<file path="src/shared/dtc_pkg.sv">
// package of constants for the dual timer/counter block
package dtc_pkg;
	// ****************************************************************
	// special-function register addresses
	// ****************************************************************
	localparam logic [7:0] ADDR_CONTROL_FLAGS = 8'h88;
	localparam logic [7:0] ADDR_MODE_SELECT   = 8'h89;
	localparam logic [7:0] ADDR_C0_LOW        = 8'h8a;
	localparam logic [7:0] ADDR_C1_LOW        = 8'h8b;
	localparam logic [7:0] ADDR_C0_HIGH       = 8'h8c;
	localparam logic [7:0] ADDR_C1_HIGH       = 8'h8d;

	// ****************************************************************
	// bit addresses of the control register upper nibble
	// ****************************************************************
	localparam logic [7:0] BITADDR_C1_OVF = 8'h8f;
	localparam logic [7:0] BITADDR_C1_RUN = 8'h8e;
	localparam logic [7:0] BITADDR_C0_OVF = 8'h8d;
	localparam logic [7:0] BITADDR_C0_RUN = 8'h8c;

	// ****************************************************************
	// field positions
	// ****************************************************************
	localparam int CTL_C1_OVF_BIT = 7;
	localparam int CTL_C1_RUN_BIT = 6;
	localparam int CTL_C0_OVF_BIT = 5;
	localparam int CTL_C0_RUN_BIT = 4;
	localparam int MODE_C1_LSB    = 4;
	localparam int MODE_C0_LSB    = 0;
	localparam int MODE_GATE_OFS  = 3;
	localparam int MODE_SEL_OFS   = 2;

	// ****************************************************************
	// reset values and widths
	// ****************************************************************
	localparam logic [7:0] RESET_BYTE      = 8'h00;
	localparam logic [3:0] RESET_CTL_LOW   = 4'h0;
	localparam logic [7:0] LOW5_MAX        = 8'h1f;
	localparam logic [7:0] BYTE_MAX        = 8'hff;
	localparam int         MACHINE_DIV_DEF = 12;

	// ****************************************************************
	// operating modes
	// ****************************************************************
	typedef enum logic [1:0] {
		DTC_MODE13  = 2'b00,
		DTC_MODE16  = 2'b01,
		DTC_RELOAD8 = 2'b10,
		DTC_SPLIT   = 2'b11
	} dtc_mode_t;
endpackage

</file>
<file path="src/design/dtc_pin_edge.sv">
// falling-edge detector for the external count pins
`timescale 1ns/10ps
`default_nettype none
module dtc_pin_edge
	import dtc_pkg::*;
(
	// clock and reset
	input  wire logic core_clk,
	input  wire logic sys_rst,
	// pin and event
	input  wire logic pinLevel,
	output logic      pinFall
);
	logic pinLast_reg;

	// pins are already synchronous, so a single stage suffices
	always_ff @(posedge core_clk)
	begin
		if (sys_rst)
			pinLast_reg <= 1'b0;
		else
			pinLast_reg <= pinLevel;
	end

	// an event is counted when the pin goes back low
	assign pinFall = pinLast_reg && !pinLevel;
endmodule // dtc_pin_edge
`default_nettype wire

</file>
<file path="src/design/dtc_tick_div.sv">
// machine-cycle enable divider for the timer block
`timescale 1ns/10ps
`default_nettype none
module dtc_tick_div
	import dtc_pkg::*;
#(
	parameter int DIVIDE = MACHINE_DIV_DEF
)(
	// clock and reset
	input  wire logic core_clk,
	input  wire logic sys_rst,
	// enable out
	output logic      machineTick
);
	localparam int CW = $clog2(DIVIDE);
	logic [CW-1:0] divCount_reg;

	// one-cycle pulse once every DIVIDE clocks
	always_ff @(posedge core_clk)
	begin
		if (sys_rst || divCount_reg == CW'(DIVIDE - 1))
			divCount_reg <= '0;
		else
			divCount_reg <= divCount_reg + CW'(1);
	end

	assign machineTick = (divCount_reg == CW'(DIVIDE - 1)) && !sys_rst;
endmodule // dtc_tick_div
`default_nettype wire

</file>
<file path="src/design/dtc_timer_pair.sv">
// two 8-bit-pair timer/counters with modes 0..3 and shared control register
//
// Overview of operation
// RQ1: mode 0 counts 13 bits: low five bits of low byte plus high byte.
// RQ2: mode 0 low field counts 0..31, then wraps and bumps the high byte.
// RQ3: mode 0 wrap from 1fff to zero sets that counter's overflow flag.
// RQ4: mode 1 joins both bytes into one 16-bit counter, low byte least significant.
// RQ5: mode 1 low byte past 255 clears and increments high byte same step.
// RQ6: mode 1 wrap from ffff to zero sets that counter's overflow flag.
// RQ7: mode 2 counts only low byte; high byte is an untouched reload value.
// RQ8: mode 2 low byte incremented at 255 loads the reload value.
// RQ9: mode 2 with reload fd from fe runs ff, fd, fe repeating.
// RQ10: counter 0 mode 3 runs its two bytes as separate 8-bit wrapping counters.
// RQ11: split low byte uses counter 0 bits; split high byte uses counter 1 bits.
// RQ12: during split, counter 1 counts every machine cycle regardless of run bit.
// RQ13: counter 1 in mode 3 stops and keeps its count.
// RQ14: bit 7 set on counter 1 overflow, bit 5 on counter 0 overflow.
// RQ15: bit 6 runs counter 1, bit 4 runs counter 0.
// RQ16: control bits 7..4 are bit-addressable at 8f..8c, single bit writes.
// RQ17: mode fields select 0..3; counter 1 bits 5-4, counter 0 bits 1-0.
// RQ18: with gate set the gate pin must also be high to count.
// RQ19: with select set the counter steps on count pin pulses.
// RQ20: overflow flags stay set until software writes them zero.
`timescale 1ns/10ps
`default_nettype none
module dtc_timer_pair
	import dtc_pkg::*;
#(
	parameter int MACHINE_DIV = MACHINE_DIV_DEF
)(
	// clock and reset
	input  wire logic       core_clk,
	input  wire logic       sys_rst,
	// byte register port
	input  wire logic [7:0] regAddr,
	input  wire logic       regWrite,
	input  wire logic       regRead,
	input  wire logic [7:0] regWdata,
	output logic      [7:0] regRdata,
	// bit register port
	input  wire logic [7:0] bitAddr,
	input  wire logic       bitWrite,
	input  wire logic       bitWdata,
	// external pins
	input  wire logic       gate_pin_counter0,
	input  wire logic       gate_pin_counter1,
	input  wire logic       count_pin_counter0,
	input  wire logic       count_pin_counter1
);
	// ****************************************************************
	// state
	// ****************************************************************
	logic [7:0] counter0_low_byte_reg;
	logic [7:0] counter0_high_byte_reg;
	logic [7:0] counter1_low_byte_reg;
	logic [7:0] counter1_high_byte_reg;
	logic [7:0] timer_mode_select_reg;
	logic [3:0] ctlLow_reg;
	logic       counter1_overflow_flag_reg;
	logic       counter1_run_bit_reg;
	logic       counter0_overflow_flag_reg;
	logic       counter0_run_bit_reg;
	logic [7:0] regRdata_reg;

	logic       machineTick;
	logic       pinFall0;
	logic       pinFall1;
	dtc_mode_t  mode0;
	dtc_mode_t  mode1;
	logic       splitOn;
	logic       step0;
	logic       step1;
	logic       stepSplitHigh;
	logic       ovf0;
	logic       ovf1;
	logic [7:0] c0Low_next;
	logic [7:0] c0High_next;
	logic [7:0] c1Low_next;
	logic [7:0] c1High_next;
	logic       wrByte;
	logic       wrBit;

	// ****************************************************************
	// enables and pin events
	// ****************************************************************
	dtc_tick_div #(
		.DIVIDE (MACHINE_DIV)
	) u_div (
		.core_clk    (core_clk),
		.sys_rst     (sys_rst),
		.machineTick (machineTick)
	);

	dtc_pin_edge u_edge0 (
		.core_clk (core_clk),
		.sys_rst  (sys_rst),
		.pinLevel (count_pin_counter0),
		.pinFall  (pinFall0)
	);

	dtc_pin_edge u_edge1 (
		.core_clk (core_clk),
		.sys_rst  (sys_rst),
		.pinLevel (count_pin_counter1),
		.pinFall  (pinFall1)
	);

	// decide whether one counter takes an increment this cycle
	function automatic logic count_step(
		input logic [3:0] ctlNibble,
		input logic       runBit,
		input logic       gatePin,
		input logic       tick,
		input logic       pinEvent
	);
		logic enabled;
		logic source;
		enabled = runBit && (!ctlNibble[MODE_GATE_OFS] || gatePin); // RQ18
		source  = ctlNibble[MODE_SEL_OFS] ? pinEvent : tick; // RQ19
		return enabled && source;
	endfunction

	// mode fields decode straight from their binary value
	assign mode1   = dtc_mode_t'(timer_mode_select_reg[MODE_C1_LSB +: 2]); // RQ17
	assign mode0   = dtc_mode_t'(timer_mode_select_reg[MODE_C0_LSB +: 2]); // RQ17
	assign splitOn = (mode0 == DTC_SPLIT);

	// counter 0 (or split low byte) gated by counter 0's own bits
	assign step0 = count_step(timer_mode_select_reg[3:0], counter0_run_bit_reg,
		gate_pin_counter0, machineTick, pinFall0); // RQ15
	// split high byte borrows counter 1's run bit; it always times internally
	assign stepSplitHigh = splitOn && counter1_run_bit_reg && machineTick; // RQ11
	// counter 1 free-runs while split, halts in its own mode 3
	assign step1 = (mode1 == DTC_SPLIT) ? 1'b0 : // RQ13
		(splitOn ? machineTick : // RQ12
		count_step(timer_mode_select_reg[7:4], counter1_run_bit_reg,
		gate_pin_counter1, machineTick, pinFall1)); // RQ15

	// ****************************************************************
	// next-count arithmetic
	// ****************************************************************
	// counter 0 path, covering all four modes
	always_comb
	begin
		c0Low_next  = counter0_low_byte_reg;
		c0High_next = counter0_high_byte_reg;
		ovf0        = 1'b0;
		ovf1        = 1'b0;
		if (step0)
		begin
			case (mode0)
				DTC_MODE13:
				begin
					// upper three low-byte bits are outside the count
					if (counter0_low_byte_reg[4:0] == LOW5_MAX[4:0]) // RQ2
					begin
						c0Low_next  = {counter0_low_byte_reg[7:5], 5'h00}; // RQ1
						c0High_next = counter0_high_byte_reg + 8'h01; // RQ2
						ovf0        = (counter0_high_byte_reg == BYTE_MAX); // RQ3
					end
					else
						c0Low_next = counter0_low_byte_reg + 8'h01; // RQ1
				end
				DTC_MODE16:
				begin
					c0Low_next = counter0_low_byte_reg + 8'h01; // RQ4
					if (counter0_low_byte_reg == BYTE_MAX) // RQ5
					begin
						c0High_next = counter0_high_byte_reg + 8'h01; // RQ5
						ovf0        = (counter0_high_byte_reg == BYTE_MAX); // RQ6
					end
				end
				DTC_RELOAD8:
				begin
					// high byte is never written by counting
					if (counter0_low_byte_reg == BYTE_MAX) // RQ8
					begin
						c0Low_next = counter0_high_byte_reg; // RQ9
						ovf0       = 1'b1; // RQ20
					end
					else
						c0Low_next = counter0_low_byte_reg + 8'h01; // RQ7
				end
				DTC_SPLIT:
				begin
					c0Low_next = counter0_low_byte_reg + 8'h01; // RQ10
					ovf0       = (counter0_low_byte_reg == BYTE_MAX); // RQ11
				end
				default:
					c0Low_next = counter0_low_byte_reg;
			endcase
		end
		// split high byte runs on its own and flags counter 1
		if (stepSplitHigh)
		begin
			c0High_next = counter0_high_byte_reg + 8'h01; // RQ10
			ovf1        = (counter0_high_byte_reg == BYTE_MAX); // RQ11
		end
	end

	// counter 1 path; its overflow is lost to the flag during split
	always_comb
	begin
		c1Low_next  = counter1_low_byte_reg;
		c1High_next = counter1_high_byte_reg;
		if (step1)
		begin
			case (mode1)
				DTC_MODE13:
				begin
					if (counter1_low_byte_reg[4:0] == LOW5_MAX[4:0]) // RQ2
					begin
						c1Low_next  = {counter1_low_byte_reg[7:5], 5'h00}; // RQ1
						c1High_next = counter1_high_byte_reg + 8'h01; // RQ2
					end
					else
						c1Low_next = counter1_low_byte_reg + 8'h01; // RQ1
				end
				DTC_MODE16:
				begin
					c1Low_next = counter1_low_byte_reg + 8'h01; // RQ4
					if (counter1_low_byte_reg == BYTE_MAX)
						c1High_next = counter1_high_byte_reg + 8'h01; // RQ5
				end
				DTC_RELOAD8:
				begin
					if (counter1_low_byte_reg == BYTE_MAX)
						c1Low_next = counter1_high_byte_reg; // RQ8
					else
						c1Low_next = counter1_low_byte_reg + 8'h01; // RQ7
				end
				default:
					c1Low_next = counter1_low_byte_reg; // RQ13
			endcase
		end
	end

	// counter 1's own wrap flags only when split does not own the flag
	logic c1Wrap;
	always_comb
	begin
		c1Wrap = 1'b0;
		if (step1 && !splitOn)
		begin
			case (mode1)
				DTC_MODE13:
					c1Wrap = (counter1_low_byte_reg[4:0] == LOW5_MAX[4:0])
						&& (counter1_high_byte_reg == BYTE_MAX); // RQ3
				DTC_MODE16:
					c1Wrap = (counter1_low_byte_reg == BYTE_MAX)
						&& (counter1_high_byte_reg == BYTE_MAX); // RQ6
				DTC_RELOAD8:
					c1Wrap = (counter1_low_byte_reg == BYTE_MAX); // RQ20
				default:
					c1Wrap = 1'b0;
			endcase
		end
	end

	// ****************************************************************
	// register writes and counting
	// ****************************************************************
	assign wrByte = regWrite;
	assign wrBit  = bitWrite;

	// count bytes: a software write to the same byte wins over counting
	always_ff @(posedge core_clk)
	begin
		if (sys_rst)
		begin
			counter0_low_byte_reg  <= RESET_BYTE;
			counter0_high_byte_reg <= RESET_BYTE;
			counter1_low_byte_reg  <= RESET_BYTE;
			counter1_high_byte_reg <= RESET_BYTE;
		end
		else
		begin
			counter0_low_byte_reg  <= (wrByte && regAddr == ADDR_C0_LOW) ? regWdata : c0Low_next;
			counter0_high_byte_reg <= (wrByte && regAddr == ADDR_C0_HIGH) ? regWdata : c0High_next;
			counter1_low_byte_reg  <= (wrByte && regAddr == ADDR_C1_LOW) ? regWdata : c1Low_next;
			counter1_high_byte_reg <= (wrByte && regAddr == ADDR_C1_HIGH) ? regWdata : c1High_next;
		end
	end

	// mode register
	always_ff @(posedge core_clk)
	begin
		if (sys_rst)
			timer_mode_select_reg <= RESET_BYTE;
		else if (wrByte && regAddr == ADDR_MODE_SELECT)
			timer_mode_select_reg <= regWdata; // RQ17
	end

	// run bits: byte write or single-bit write of the addressed bit only
	always_ff @(posedge core_clk)
	begin
		if (sys_rst)
		begin
			counter1_run_bit_reg <= 1'b0;
			counter0_run_bit_reg <= 1'b0;
			ctlLow_reg           <= RESET_CTL_LOW;
		end
		else if (wrByte && regAddr == ADDR_CONTROL_FLAGS)
		begin
			counter1_run_bit_reg <= regWdata[CTL_C1_RUN_BIT]; // RQ15
			counter0_run_bit_reg <= regWdata[CTL_C0_RUN_BIT]; // RQ15
			ctlLow_reg           <= regWdata[3:0];
		end
		else if (wrBit)
		begin
			if (bitAddr == BITADDR_C1_RUN)
				counter1_run_bit_reg <= bitWdata; // RQ16
			if (bitAddr == BITADDR_C0_RUN)
				counter0_run_bit_reg <= bitWdata; // RQ16
		end
	end

	// overflow flags: hardware set wins over a software clear in the same cycle
	always_ff @(posedge core_clk)
	begin
		if (sys_rst)
		begin
			counter1_overflow_flag_reg <= 1'b0;
			counter0_overflow_flag_reg <= 1'b0;
		end
		else
		begin
			if (ovf1 || c1Wrap)
				counter1_overflow_flag_reg <= 1'b1; // RQ14
			else if (wrByte && regAddr == ADDR_CONTROL_FLAGS)
				counter1_overflow_flag_reg <= regWdata[CTL_C1_OVF_BIT]; // RQ20
			else if (wrBit && bitAddr == BITADDR_C1_OVF)
				counter1_overflow_flag_reg <= bitWdata; // RQ16
			if (ovf0)
				counter0_overflow_flag_reg <= 1'b1; // RQ14
			else if (wrByte && regAddr == ADDR_CONTROL_FLAGS)
				counter0_overflow_flag_reg <= regWdata[CTL_C0_OVF_BIT]; // RQ20
			else if (wrBit && bitAddr == BITADDR_C0_OVF)
				counter0_overflow_flag_reg <= bitWdata; // RQ16
		end
	end

	// ****************************************************************
	// read port
	// ****************************************************************
	// registered read data, answered one cycle after the strobe
	always_ff @(posedge core_clk)
	begin
		if (sys_rst)
			regRdata_reg <= RESET_BYTE;
		else if (regRead)
		begin
			case (regAddr)
				ADDR_CONTROL_FLAGS: regRdata_reg <= {counter1_overflow_flag_reg,
					counter1_run_bit_reg, counter0_overflow_flag_reg,
					counter0_run_bit_reg, ctlLow_reg};
				ADDR_MODE_SELECT:   regRdata_reg <= timer_mode_select_reg;
				ADDR_C0_LOW:        regRdata_reg <= counter0_low_byte_reg;
				ADDR_C1_LOW:        regRdata_reg <= counter1_low_byte_reg;
				ADDR_C0_HIGH:       regRdata_reg <= counter0_high_byte_reg;
				ADDR_C1_HIGH:       regRdata_reg <= counter1_high_byte_reg;
				default:            regRdata_reg <= RESET_BYTE;
			endcase
		end
	end

	assign regRdata = regRdata_reg;
endmodule // dtc_timer_pair
`default_nettype wire

</file>
<file path="config.mk">
export PLATFORM = sky130hd
export DESIGN_NAME = dtc_timer_pair
export DESIGN_NICKNAME = d
export VERILOG_FILES = /design/src/shared/dtc_pkg.sv /design/src/design/dtc_pin_edge.sv /design/src/design/dtc_tick_div.sv /design/src/design/dtc_timer_pair.sv
export SDC_FILE = /design/constraint.sdc
export NUM_CORES = 1
export LEC_CHECK = 0
export BUFFER_PORTS_ARGS = -buffer_cell sky130_fd_sc_hd__buf_2
export CAP_MARGIN = 10
export CORE_MARGIN = 2
export CORE_UTILIZATION = 59
export CTS_CLUSTER_SIZE = 20
export DETAILED_ROUTE_END_ITERATION = 16
export PLACE_DENSITY = 0.86
export SKIP_CTS_REPAIR_TIMING = 1
export SLEW_MARGIN = 10
export SYNTH_ARGS = -nofsm -noshare
export SYNTH_HDL_FRONTEND = slang
export SYNTH_SLANG_ARGS = --single-unit
</file>
<file path="constraint.sdc">
create_clock -name core_clk -period 2.8 [get_ports core_clk]
set_input_delay 0.42 -clock core_clk [delete_from_list [all_inputs] [get_ports core_clk]]
set_output_delay 0.42 -clock core_clk [all_outputs]
set_load 0.005 [all_outputs]
</file>
[Word-level counts from Yosys, hierarchy flattened]
Index checks and enable logic that the tools add are counted.
Storage, ports and cells
  memory bits (writable): 0
  word-level logic and storage cells: 148
  latch bits: 0
  register bits after elaboration: 62
  memories: 0
  memory bits (read-only): 0
  output and inout port bits: 8
  input port bits: 34
Operators by class
  eq/ne operators: 29
  bitwise logic cells: 0
  add/sub/neg operators: 5
  reductions and logical operators: 52
  order comparisons: 0
  multiply operators: 0
  shifts and indexed selects: 0
  multiplexer cells: 46
  divide/modulo/power cells: 0
Operators by type and width (count)
  8-bit 2-to-1 mux: 17
  8-bit equality test, second input constant: 14
  8-bit case mux with 3 select lines: 2
  8-bit case mux with 6 select lines: 1
  8-bit by 1-bit adder with 8-bit output, second input constant: 4
  8-bit case mux with 2 select lines: 2
  1-bit 2-to-1 mux: 22
  1-bit logical AND: 20
  3-bit inequality test, second input constant: 4
  2-bit nonzero test: 6
  3-bit nonzero test: 4
  5-bit equality test, second input constant: 2
  2-bit equality test, second input constant: 4
  4-bit inequality test, second input constant: 2
  2-bit AND reduction: 4
  4-bit AND reduction: 2
  4-bit nonzero test: 2
  1-bit zero test: 6
  4-bit by 1-bit adder with 4-bit output, second input constant: 1
  2-bit by 1-bit equality test with 1-bit output, second input constant: 2
  4-bit equality test, second input constant: 1
  2-bit zero test: 2
  1-bit logical OR: 4
  1-bit case mux with 4 select lines: 1
  other kinds (3): 3

[Longest topological paths before layout]
  depth after elaboration: 10
  depth in mapped cells: 10
  depth with buffers taken out: 10

[Modules after synthesis]
A second synthesis with hierarchy kept.
Second synthesis, totals
  cells, all modules: 484
  area, all modules: 3968.8 um^2
By module, submodules not included
  dtc_timer_pair: times used 1, seq. area each 1121.1 um^2, area an instance 3719.8 um^2, cells each 461
  dtc_tick_div: times used 1, seq. area each 80.1 um^2, area an instance 178.9 um^2, cells each 17
  dtc_pin_edge: times used 2, seq. area each 20.0 um^2, area an instance 35.0 um^2, cells each 3

[Worst setup path after synthesis]
Ideal clock, no wire load.
  path type: reg-to-reg
  start: register counter0_low_byte_reg[0]
  end: register counter0_high_byte_reg[6]
  required time: 2.714 ns
  cell stages (with the launch flop): 11
  setup time: 0.086 ns
  period minus slack after synthesis: 2.436 ns
  arrival: 2.350 ns
  slack: 0.364 ns
  buffers on the path: 0
  path through: dfxtp_1 > ha_1 > nand3_1 > inv_1 > ha_1 > nor2b_1 > o2111ai_1 > a311oi_2 > nand4_1 > xor2_1 > a211oi_1
On the way
  cells in the longest elaborated chain, start to end: 3
  elaborated cells between the ends (all ways): 5
  classes of those cells: eq/ne (4); reduce/logical (1)
Ends and longest elaborated chain
  start: declaration: RTL line dtc_timer_pair.sv:53  | logic [7:0] counter0_low_byte_reg;
  start signal: assignment: RTL line dtc_timer_pair.sv:278  | counter0_low_byte_reg <= (wrByte && regAddr == ADDR_C0_LOW) ? regWdata : c0Low_next;
  8-bit equality test or 5-bit equality test (tied branches): RTL line dtc_timer_pair.sv:167, dtc_timer_pair.sv:155
  4-bit inequality test (no line)
  4-bit AND reduction (no line) *
  end signal: assignment: RTL line dtc_timer_pair.sv:279  | counter0_high_byte_reg <= (wrByte && regAddr == ADDR_C0_HIGH) ? regWdata : c0High_next;
  end: declaration: RTL line dtc_timer_pair.sv:54  | logic [7:0] counter0_high_byte_reg;
Mark *: on every way between the ends. The rest lies on a longest branch, timed or not.
A chain may end at the register's enable or synchronous reset.

[Final worst setup path]
  start: register counter0_low_byte_reg[1]
  end: register counter0_high_byte_reg[6]
Same word-level chain as after synthesis.

==> metrics.md <==
| Metric | Value |
|---|---|
| Status | `complete, no violations` |
| Met2 usage | `0.5574` |
| Post-synthesis net count | `between 500 and 600` |
| Synth Flop Type | `dfxtp_1` |
| Dpl hpwl | `8817 um` |
| Sequential share of the synthesized area | `0.3105` |
| GR Util met3 | `0.07619` |
| Area growth, synth to finish | `12.64%` |
| CTS tree | `done` |
| Remaining DRCs | `0` |
| Min Hold Slack | `a little under 300 ps` |
| Netlist Area Pre-Place | `between 3000 and 4000 um2` |
| Gr usage total | `0.3489` |
| RSZ-0062 raised after global routing | `no` |
| Async SR Flop Fraction | `0` |
| Die Width | `between 80 and 90 um` |
| Clk_lat worst skew | `360 ps` |
| Minimum clock period | `around 2600 ps` |
| Clock Root Buffer | `clkbuf_8` |
| Ranking of synthesized cells by area | `dfxtp_1 (31%), mux2i_1 (10%), nor2_1 (6.5%), nand2_1 (5.1%), a211oi_1 (3.6%)` |
| Synthesized flop and latch total | `62` |
| Cell taking the most area after synthesis | `dfxtp_1` |
| Fin. max-slew vios | `0` |
| HP Class | `in -> reg` |
| Initial antenna violation count | `0` |
| Fin. Hold Viols | `0` |
| Clock Sinks | `between 60 and 70` |
| CORE AREA | `between 6000 and 7000 um2` |
| Worst Path Arrival | `2850 ps` |
| Diode count | `0` |
| Post-Layout Cell Count | `between 600 and 700` |
| Worst Path Max Fanout | `8` |
| I/O Buffers | `approximately 40` |
| Initial core utilization | `0.6189` |
| Post-route design area | `about 4500 um2` |
| Routed Antenna Nets | `0` |
| Drt pass-1 iters | `5` |
| Initial DRC count | `483` |
| Syn. warnings | `0` |
| Routability Congestion | `0.9987` |
| Overflow after GRT | `0` |
| WS Path Type | `reg -> reg` |
| Clock Skew | `13.94 ps` |
| Placed cell count | `slightly above 600` |
| DR WL/cell | `a little under 20 um` |
| Layout cells sized above 1 | `0.1300` |
| First-pass GRT wire length | `20130 um` |
| Grt met1 use | `0.4596` |
| Cell variety after synth | `54` |
| Die height | `around 86 um` |
| Vias in the first global route | `about 4000` |
| Final setup violation count | `0` |
| F_max | `~0.39 GHz` |
| Final Net Count | `~590` |
| Post-synth EDFFs | `0` |
| DIE AREA | `approximately 7500 um2` |
| Final worst-path cycle share | `0.9243` |
| Cell Area, Placed | `roughly 4300 um2` |
| Num rows | `29` |
| Via count | `4269` |
| Crit end category | `flop` |
| Total Routed Length | `roughly 12000 um` |
| Normalized max-slew margin | `0.4923` |
| Worst Path Required | `just over 3000 ps` |
| Max Root-Sink Buffers | `2` |
| Synthesized instance count | `between 500 and 600` |
| Maximum VDD drop | `335.3 uV` |
| Worst-Margin Slew | `roughly 750 ps` |
| Leakage Power | `between 0.0015 and 0.002 uW` |
| CTS clk-pin slew, worst paths | `80 ps` |
| Grt peak-use layer | `met2` |
| Synth top area share | `0.3105` |
| Routed vias/inst | `a little under 7` |
| Max Cap Viol | `0` |
| I/O Pins | `between 40 and 50` |
| H-tree depth | `3` |
| Pwr/cell area | `between 400 and 500 nW/um2` |
| Largest net degree at the start of global routing | `52` |
| Critical Path Start Type | `flop` |
| Setup_tns | `0 ps` |
| Total CTS buffers | `9` |
| Syn Area/Cell | `between 7 and 8 um2` |
[routing by layer]
metal | up-vias | routed length [um] | part of all wire
li1 | 1958 | - | -
met1 | 1980 | 5030 | 0.41
met2 | 273 | 5540 | 0.45
met3 | 58 | 1263 | 0.10
met4 | 0 | 547 | 0.044
met5 | - | 0 | 0
[power by group]
part           switching [uW]  total (uW)  leakage [uW]  internal (uW)
registers                5.98         894      0.000501            888
logic                    80.7         122       0.00113           41.2
clock network             403         933      0.000109            530
[cells by family (layout without fill, tap and decap cells)]
kind of cell / Yosys count / in the layout / synth area share
simple gates: 226 / 226 / 0.2801
compound gates: 116 / 116 / 0.1962
flops: 62 / 62 / 0.3105
mux: 41 / 41 / 0.1027
buf+inv: 40 / 81 / 0.03881
xor+xnor: 17 / 17 / 0.03724
fa+ha+maj: 11 / 11 / 0.03443
[synthesized netlist by cell type (3+ instances only)]
cell type and count:
nand3_1 16, nor4_1 5, inv_1 14, and2_1 4, o22ai_1 12, nand2_1 54
o21ai_0 22, nand2b_1 9, o32ai_1 4, clkbuf_1 18, nor2b_1 17, a221oi_1 4
nand4_1 14, nor3_1 9, nor2_1 69, a211oi_1 19, a311oi_1 4, and3_1 6
a31oi_1 9, buf_1 4, o221ai_1 4, nand4b_1 4, a21oi_1 19, buf_2 3
o31ai_1 3, dfxtp_1 62, xor2_1 7, o211ai_1 4, xnor2_1 10, mux2i_1 41
ha_1 11
[critical path, cell delays in order, from the launching register on]
cell       delay, ps
dfxtp_1          390
ha_1             210
nand3_1          140
inv_1            170
ha_1             200
nor2b_1          240
o2111ai_1        160
a311oi_2         280
buf_4            190
nand4_1          110
xor2_1           160
a211oi_1         230
[layout make-up]
cell class | instances | area (um2)
multi-input combinational | 411 | 2601
fill | 535 | 1956
sequential | 62 | 1242
timing repair buffer | 51 | 280.3
clock buffer | 10 | 137.6
tap | 77 | 96.34
clock inverter | 6 | 92.59
inverter | 14 | 52.55
[per-stage QoR]
stage | setup WS (ps) | utilization | total power, uW
6_report | 212.1 | 0.6972 | 1949
5_1_grt | 13.92 | 0.6972 | 1992
4_1_cts | 154.3 | 0.6970 | 1941
3_5_place_dp | 190.5 | 0.6614 | 1031
2_1_floorplan | 364.4 | - | 975.3
3_3_place_gp | 329.3 | 0.6614 | 1028
[cells in the final DEF (no fill, tap or decap), types with 12 or more instances in the layout]
cell / count
o21ai_0: 22
nor2_1: 69
nor2b_1: 17
o22ai_1: 12
nand3_1: 16
a21oi_1: 19
nand2_1: 54
mux2i_1: 41
inv_1: 14
dfxtp_1: 61
a211oi_1: 19
buf_2: 41
nand4_1: 14
[worst paths after layout]
check	from	to	slack, ps	depth (start not counted)
worst max-delay path	counter0_low_byte_reg[1]	counter0_high_byte_reg[6]	210	11
worst min-delay path	count_pin_counter1	u_edge1.pinLast_reg	300	2
worst max register to register	counter0_low_byte_reg[1]	counter0_high_byte_reg[6]	210	11
worst min register to register	u_div.divCount_reg[0]	u_div.divCount_reg[0]	470	1
(Power assumes the default switching activity.)
